### src/irx_pkg.sv
package irx_pkg;
   // ----------------------------------------
   // opcode fields
   // ----------------------------------------
   localparam logic [15:0] IRX_OP_RETIRQ_MASK = 16'hfffe;
   localparam logic [15:0] IRX_OP_RETIRQ = 16'h0010;
   localparam logic [15:0] IRX_OP_CALLACC = 16'h0014;
   localparam logic [7:0] IRX_OP_RETLIT = 8'h0c;
   localparam logic [7:0] IRX_OP_PTRADD = 8'he8;
   localparam logic [7:0] IRX_OP_PTRSUB = 8'he9;
   localparam logic [7:0] IRX_OP_PUSHLIT = 8'hea;
   localparam logic [7:0] IRX_OP_MOVIDX = 8'heb;
   localparam logic [3:0] IRX_OP_SECOND = 4'hf;
   localparam int IRX_FAST_BIT = 0;
   localparam int IRX_SEL_HI = 7;
   localparam int IRX_SEL_LO = 6;
   localparam int IRX_MOV_KIND_BIT = 7;
   localparam logic [1:0] IRX_SEL_PTR2 = 2'h2;
   localparam logic [1:0] IRX_SEL_RETURN = 2'h3;
   localparam int IRX_PC_W = 21;
   localparam int IRX_PTR_W = 12;
   localparam logic [IRX_PC_W-1:0] IRX_PC_RST = 21'h000000;
   localparam logic [IRX_PTR_W-1:0] IRX_PTR_RST = 12'h000;
   localparam logic [7:0] IRX_BYTE_RST = 8'h00;

   typedef enum {IRX_ST_DECODE, IRX_ST_NOP, IRX_ST_MOV2} irx_state_t;

   // working registers with their shadows
   typedef struct packed {
      logic [7:0] acc;
      logic [7:0] status;
      logic [7:0] bank;
   } irx_ctx_t;

   // data memory write request
   typedef struct packed {
      logic we;
      logic [IRX_PTR_W-1:0] addr;
      logic [7:0] data;
   } irx_mem_t;
endpackage

### src/irx_decoder.sv
`timescale 1ns/1ps
// Notes on behaviour
// - return-from-irq pops stack top into pc; upper pc latches untouched.
// - return-from-irq sets high or low global irq enable per level.
// - fast bit 1 restores accumulator, status, bank; 0 leaves them.
// - extension group decodes only while the extension config bit is set.
// - extension adds eight instructions for indirect, indexed addressing.
// - pointer add/sub: 2-bit select, 6-bit literal, one cycle, no flags.
// - select 11 on add acts on pointer two, then returns; two cycles.
// - select 11 on sub acts on pointer two, then returns; two cycles.
// - call via accumulator: two cycles, low target byte from accumulator, upper bytes from pc latches, no flags.
// - indexed-to-absolute move: 7-bit offset, 12-bit address, two cycles.
// - indexed-to-indexed move: 7-bit offsets off pointer two, two cycles.
// - push literal stores at pointer two, decrements it, one cycle.
module irx_decoder
(
   // clock and reset
   input wire logic clock,
   input wire logic resetn,
   // fetch stage
   input wire logic instr_valid,
   input wire logic [15:0] instr_word,
   output logic instr_ready,
   // configuration and irq state
   input wire logic extension_config_bit,
   input wire logic irq_level_high,
   output logic global_high_irq_enable,
   output logic global_low_irq_enable,
   input wire logic irq_disable_high,
   input wire logic irq_disable_low,
   // stack
   input wire logic [irx_pkg::IRX_PC_W-1:0] stack_top,
   output logic stack_pop,
   output logic stack_push,
   input wire logic [irx_pkg::IRX_PC_W-1:0] pc_return,
   input wire logic [7:0] pc_high_latch,
   input wire logic [7:0] pc_upper_latch,
   // program counter
   output logic pc_load,
   output logic [irx_pkg::IRX_PC_W-1:0] pc_value,
   // working registers and shadows
   input wire irx_pkg::irx_ctx_t shadow_ctx,
   output irx_pkg::irx_ctx_t work_ctx,
   // file pointers
   output logic [irx_pkg::IRX_PTR_W-1:0] ptr0,
   output logic [irx_pkg::IRX_PTR_W-1:0] ptr1,
   output logic [irx_pkg::IRX_PTR_W-1:0] file_pointer_two,
   // data memory
   output logic mem_re,
   output logic [irx_pkg::IRX_PTR_W-1:0] mem_raddr,
   input wire logic [7:0] mem_rdata,
   output irx_pkg::irx_mem_t mem_wr
);
   import irx_pkg::*;

   // ----------------------------------------
   // decode
   // ----------------------------------------
   function automatic logic is_ext(input logic [15:0] w, input logic en);
      is_ext = en && (w[15:8] == IRX_OP_PTRADD || w[15:8] == IRX_OP_PTRSUB
         || w[15:8] == IRX_OP_PUSHLIT || w[15:8] == IRX_OP_MOVIDX
         || w == IRX_OP_CALLACC);
   endfunction

   function automatic logic [IRX_PTR_W-1:0] idx(input logic [IRX_PTR_W-1:0] p,
      input logic [6:0] off);
      idx = p + {5'h00, off};
   endfunction

   irx_state_t state_reg;
   logic [IRX_PTR_W-1:0] ptr_reg [3];
   logic [6:0] src_off_reg;
   logic [7:0] lit_reg;
   logic move_abs_reg;
   logic rd_pend_reg;
   logic go;
   logic op_ret_irq, op_ret_lit, op_add, op_sub, op_push, op_call, op_mov;
   logic [1:0] sel;
   logic [IRX_PTR_W-1:0] lit6;

   assign instr_ready = 1'b1;
   assign go = instr_valid && state_reg == IRX_ST_DECODE;
   assign sel = instr_word[IRX_SEL_HI:IRX_SEL_LO];
   assign lit6 = {6'h00, instr_word[5:0]};
   assign op_ret_irq = go
      && (instr_word & IRX_OP_RETIRQ_MASK) == IRX_OP_RETIRQ;
   assign op_ret_lit = go && instr_word[15:8] == IRX_OP_RETLIT;
   assign op_add = go && is_ext(instr_word, extension_config_bit)
      && instr_word[15:8] == IRX_OP_PTRADD;
   assign op_sub = go && is_ext(instr_word, extension_config_bit)
      && instr_word[15:8] == IRX_OP_PTRSUB;
   assign op_push = go && is_ext(instr_word, extension_config_bit)
      && instr_word[15:8] == IRX_OP_PUSHLIT;
   assign op_call = go && is_ext(instr_word, extension_config_bit)
      && instr_word == IRX_OP_CALLACC;
   assign op_mov = go && is_ext(instr_word, extension_config_bit)
      && instr_word[15:8] == IRX_OP_MOVIDX;

   assign ptr0 = ptr_reg[0];
   assign ptr1 = ptr_reg[1];
   assign file_pointer_two = ptr_reg[IRX_SEL_PTR2];

   // ----------------------------------------
   // sequencing
   // ----------------------------------------
   always_ff @(posedge clock or negedge resetn)
   begin
      if (!resetn)
         state_reg <= IRX_ST_DECODE;
      else
         case (state_reg)
            IRX_ST_DECODE:
               if (op_mov)
                  state_reg <= IRX_ST_MOV2;
               else if (op_ret_irq || op_ret_lit || op_call
                  || ((op_add || op_sub) && sel == IRX_SEL_RETURN))
                  state_reg <= IRX_ST_NOP;
            IRX_ST_NOP:
               state_reg <= IRX_ST_DECODE;
            IRX_ST_MOV2:
               if (instr_valid)
                  state_reg <= IRX_ST_DECODE;
            default:
               state_reg <= IRX_ST_DECODE;
         endcase
   end

   // ----------------------------------------
   // program counter and stack
   // ----------------------------------------
   // pc latches are only observed, never written here
   always_ff @(posedge clock or negedge resetn)
   begin
      if (!resetn)
      begin
         pc_load <= 1'b0;
         pc_value <= IRX_PC_RST;
         stack_pop <= 1'b0;
         stack_push <= 1'b0;
      end
      else
      begin
         pc_load <= 1'b0;
         stack_pop <= 1'b0;
         stack_push <= 1'b0;
         if (op_ret_irq || op_ret_lit
            || ((op_add || op_sub) && sel == IRX_SEL_RETURN))
         begin
            pc_load <= 1'b1;
            pc_value <= stack_top;
            stack_pop <= 1'b1;
         end
         else if (op_call)
         begin
            pc_load <= 1'b1;
            stack_push <= 1'b1;
            pc_value <= {pc_upper_latch[4:0], pc_high_latch,
               work_ctx.acc};
         end
      end
   end

   // ----------------------------------------
   // irq enables
   // ----------------------------------------
   // a set by return wins over a clear arriving the same cycle
   always_ff @(posedge clock or negedge resetn)
   begin
      if (!resetn)
      begin
         global_high_irq_enable <= 1'b0;
         global_low_irq_enable <= 1'b0;
      end
      else
      begin
         if (op_ret_irq && irq_level_high)
            global_high_irq_enable <= 1'b1;
         else if (irq_disable_high)
            global_high_irq_enable <= 1'b0;
         if (op_ret_irq && !irq_level_high)
            global_low_irq_enable <= 1'b1;
         else if (irq_disable_low)
            global_low_irq_enable <= 1'b0;
      end
   end

   // ----------------------------------------
   // working registers
   // ----------------------------------------
   always_ff @(posedge clock or negedge resetn)
   begin
      if (!resetn)
         work_ctx <= '{IRX_BYTE_RST, IRX_BYTE_RST, IRX_BYTE_RST};
      else if (op_ret_irq && instr_word[IRX_FAST_BIT])
         work_ctx <= shadow_ctx;
      else if (op_ret_lit)
         work_ctx.acc <= instr_word[7:0];
   end

   // ----------------------------------------
   // file pointers
   // ----------------------------------------
   // no status flags touched by any pointer arithmetic
   generate
      for (genvar i = 0; i < 3; i++)
      begin : g_ptr
         always_ff @(posedge clock or negedge resetn)
         begin
            if (!resetn)
               ptr_reg[i] <= IRX_PTR_RST;
            else if (op_add && (sel == 2'(i)
               || (i == 2 && sel == IRX_SEL_RETURN)))
               ptr_reg[i] <= ptr_reg[i] + lit6;
            else if (op_sub && (sel == 2'(i)
               || (i == 2 && sel == IRX_SEL_RETURN)))
               ptr_reg[i] <= ptr_reg[i] - lit6;
            else if (i == 2 && op_push)
               ptr_reg[i] <= ptr_reg[i] - 12'h001;
         end
      end
   endgenerate

   // ----------------------------------------
   // moves and push
   // ----------------------------------------
   // source read issued in word one; memory returns data next cycle
   assign mem_re = op_mov;
   assign mem_raddr = idx(file_pointer_two, instr_word[6:0]);

   always_ff @(posedge clock or negedge resetn)
   begin
      if (!resetn)
      begin
         src_off_reg <= 7'h00;
         lit_reg <= IRX_BYTE_RST;
         move_abs_reg <= 1'b0;
         rd_pend_reg <= 1'b0;
         mem_wr <= '{1'b0, IRX_PTR_RST, IRX_BYTE_RST};
      end
      else
      begin
         mem_wr.we <= 1'b0;
         rd_pend_reg <= op_mov;
         // read data stands one cycle only; keep it for a late second word
         if (rd_pend_reg)
            lit_reg <= mem_rdata;
         if (op_mov)
         begin
            src_off_reg <= instr_word[6:0];
            move_abs_reg <= !instr_word[IRX_MOV_KIND_BIT];
         end
         if (op_push)
            mem_wr <= '{1'b1, file_pointer_two, instr_word[7:0]};
         if (state_reg == IRX_ST_MOV2 && instr_valid
            && instr_word[15:12] == IRX_OP_SECOND)
         begin
            mem_wr.we <= 1'b1;
            mem_wr.data <= rd_pend_reg ? mem_rdata : lit_reg;
            mem_wr.addr <= move_abs_reg ? instr_word[11:0]
               : idx(file_pointer_two, instr_word[6:0]);
         end
      end
   end
endmodule // irx_decoder

### config.mk
export PLATFORM = sky130hd
export DESIGN_NAME = irx_decoder
export DESIGN_NICKNAME = d
export VERILOG_FILES = /design/src/irx_pkg.sv /design/src/irx_decoder.sv
export SDC_FILE = /design/constraint.sdc
export NUM_CORES = 1
export LEC_CHECK = 0
export ABC_AREA = 1
export BUFFER_PORTS_ARGS = -buffer_cell sky130_fd_sc_hd__buf_2
export CORE_MARGIN = 5
export CORE_UTILIZATION = 57
export DETAILED_ROUTE_END_ITERATION = 6
export PLACE_DENSITY = 0.87
export REMOVE_ABC_BUFFERS = 1
export SLEW_MARGIN = 0
export SYNTH_ARGS = -nofsm -noshare
export SYNTH_HDL_FRONTEND = slang
export SYNTH_SLANG_ARGS = --single-unit
### constraint.sdc
create_clock -name clock -period 6.65 [get_ports clock]
set_clock_uncertainty 0.1 [all_clocks]
set_input_delay 0.3325 -clock clock [delete_from_list [all_inputs] [get_ports clock]]
set_output_delay 0.3325 -clock clock [all_outputs]
set_load 0.005 [all_outputs]
==> key figures <==
Status
  – Status: complete, no violations

Worst setup path
  – Critical path launch point type: flop
  – Worst-path maximum fanout: 8
  – WP data required: 6850 ps
  – Crit path DAT: 3680 ps
  – FF-to-FF setup slack: roughly 3200 ps
  – CP Class: reg -> reg
  – CP endpoint kind: flop

STA
  – Setup Viol. Count Final: 0
  – Crit share post-route: 0.522
  – Worst slew pin tran: 933 ps
  – Setup total negative slack: 0 ps
  – Fmax: 0.288 GHz
  – Min Tclk post-route: 3470 ps
  – RSZ-0062 raised after global routing: no
  – Slew margin rel.: 0.378
  – Slew Viols, Final: 0
  – Final Hold Vio Count: 0

Route
  – First-pass detailed-route iteration total: 6
  – WL/cell: 15.8 um
  – Detailed Route WL: ~23000 um
  – Drt first-iter violations: 692
  – Antenna viol nets, final: 0
  – Via density: 5.41
  – Via Count: 7762
  – Residual DRC: 0

Yosys
  – Synth area leaders: dfrtp_1 39%, nand2_1 18%, ha_1 6.9%
  – Flop and latch count out of synthesis: 119
  – Synth top area share: 0.390
  – Synth cell count leaders: 376 x nand2_1, 121 x inv_1, 119 x dfrtp_1
  – Netlist Area Pre-Place: 7640 sq um
  – Synth async-reset ratio: 1.00
  – Distinct cells, synth: 44
  – Top-count cell post-synth: nand2_1
  – Avg Cell Area, Syn: about 7.4 sq um
  – Top FF cell, synth: dfrtp_1
  – Yosys warnings: 0
  – Sequential area share after synthesis: 0.390
  – Synth area leader: dfrtp_1
  – Syn Inst Count: 1038
  – Number of synthesized flops with an enable pin: 0

CTS
  – Clock root buffer: clkbuf_16
  – CTS Buf Count: 17
  – Worst skew pair latency: 420 ps
  – H-tree depth: 4
  – Max clock buf depth: 2
  – Clk sink count: 119
  – TritonCTS clock tree: yes
  – Worst-path clk slew: 60 ps
  – Post-CTS Setup Bufs: 0

Pwr
  – P_leak: 5.62 nW
  – Clock share of power: 0.518
  – Sw power: 0.495 mW
  – Peak VDD IR: 0.151 mV
  – Internal cell power: ~1.5 mW
  – PD cells: around 210 nW/um^2
  – Combinational share of power: 0.104
  – Switching Fraction: 0.248
  – Sequential Power Share: 0.378

Global route
  – All-Layer GR Usage: 0.290
  – Global-route wire length before repair: 37300 um
  – Vias in the first global route: 7625
  – Total gr overflow: 0
  – Pin count of the biggest net entering global routing: 77
  – Initial antenna violation count: 2

Layout
  – Layout Utilization: 0.716
  – Layout fillers: approximately 1100
  – Largest register FFs: 24
  – NumNets Final: 1403
  – Largest regs: work_ctx: 24 flops, mem_wr: 21 flops, pc_value: 21 flops
  – Post-route cell area: 9440 sq um
  – Fraction of layout cells with a size suffix above 1: 0.215
  – Largest register by flop count: work_ctx
  – Area grow syn2layout: 23.7%

Floorplanning
  – Die area: 15800 sq um
  – Die Width: 126 um
  – Die height: 126 um
  – Initial core utilization: 0.579
  – Floorplan row count: 42
  – Core area: around 13000 sq um
  – Top Ports: 234

Place
  – Routability congestion estimate: approximately 0.96
  – DP Area: between 8000 and 9000 sq um
  – Hpwl dp: ~17000 um
  – Port Buffer Count: ~210

Hold path
  – HP Class: in -> reg

Run
  – Max-cap violations: 0
[final timing paths]
path | startpoint | end | cells past startpoint
max | state_reg[1] | file_pointer_two[8] | 19
min | shadow_ctx[13] | work_ctx[13] | 3
max reg2reg | state_reg[1] | file_pointer_two[8] | 19
min reg2reg | work_ctx[11] | work_ctx[11] | 2
max in group asynchronous | resetn | ptr0[8] | 3
min in group asynchronous | resetn | mem_wr[20] | 2
[repair_timing]
action,CTS,global route
hold buffers,5,0
endpoints found under the hold margin,46,0
gates resized for setup,0,0
[cells in the final DEF (no fill, tap or decap), types with 5 or more instances in the layout]
cell type / netlist / routed
dlygate4sd3_1: 0 / 5
inv_1: 121 / 121
mux2_2: 8 / 8
nand2_1: 376 / 376
o21ai_1: 10 / 10
nor3_1: 8 / 8
a21oi_1: 39 / 39
o21ai_0: 48 / 48
xnor2_1: 9 / 9
nand4_1: 16 / 16
bufinv_16: 0 / 5
nor2_1: 41 / 41
ha_1: 42 / 42
o211ai_1: 20 / 20
dfrtp_1: 119 / 119
buf_2: 9 / 207
nand3_1: 90 / 90
xor2_1: 11 / 11
clkbuf_16: 0 / 17
inv_2: 6 / 6
[power groups by stage]
| stage | Sequential [mW] | Combinational [mW] | Clock (mW) |
|---|---|---|---|
| after global routing | 0.755 | 0.236 | 1.08 |
| after CTS | 0.753 | 0.208 | 1.04 |
| after detailed placement | 0.766 | 0.204 | 0 |
| final | 0.753 | 0.208 | 1.03 |
| after floorplan | 0.765 | 0.104 | 0 |
| after global placement | 0.765 | 0.200 | 0 |
[routing by layer]
| layer | GRT usage | share of wire |
|---|---|---|
| met1 | 0.361 | 0.41 |
| met2 | 0.483 | 0.48 |
| met3 | 0.0728 | 0.079 |
| met4 | 0.121 | 0.034 |
| met5 | 0 | 0.00048 |
[final cells by class]
cell class / count / area (sq um) / area share
multi-input cells: 762 / 3990 / 0.423
flip-flops and latches: 119 / 2980 / 0.315
repair buffers: 214 / 1100 / 0.117
inverters: 130 / 490 / 0.0519
clock buffers: 19 / 443 / 0.0469
well taps: 176 / 220 / 0.0233
clock inverters: 13 / 216 / 0.0229
diodes: 1 / 2.50 / 0.000265
[logic make-up after synthesis]
kind of cell | synth area share
DFF | 0.390
adders and majority gates | 0.0793
buffers and inverters | 0.0873
muxes | 0.0131
other | 0.000491
AOI/OAI and AO/OA | 0.102
and+or+nand+nor | 0.305
xor gates and xnor gates | 0.0229
[critical path: stages, from the launching register on]
cell and delay [ps]:
dfrtp_1 390, nor2_1 160, nand4_1 230, nor2_8 230, nand2_4 110, inv_2 150, nand2_1 120, inv_1 90
nand2_1 60, ha_1 270, inv_1 40, nand2_1 50, o21ai_1 120, fa_1 470, o31ai_1 390, nand2_1 90
nand2_1 100, nand2_1 60, nand2_1 70, o22ai_1 60
[per-stage QoR]
stage	hold slack [ps]	setup WS (ps)	total power [mW]	instances
finish	8.30	3180	1.99	1434
global route	10.5	2850	2.07	1434
CTS	0.664	3220	2.00	1433
detailed placement	273	3210	0.970	1396
global placement	276	3260	0.965	1396
floorplan	-63.1	3660	0.869	1011
Power figures use the tool's default switching activity.
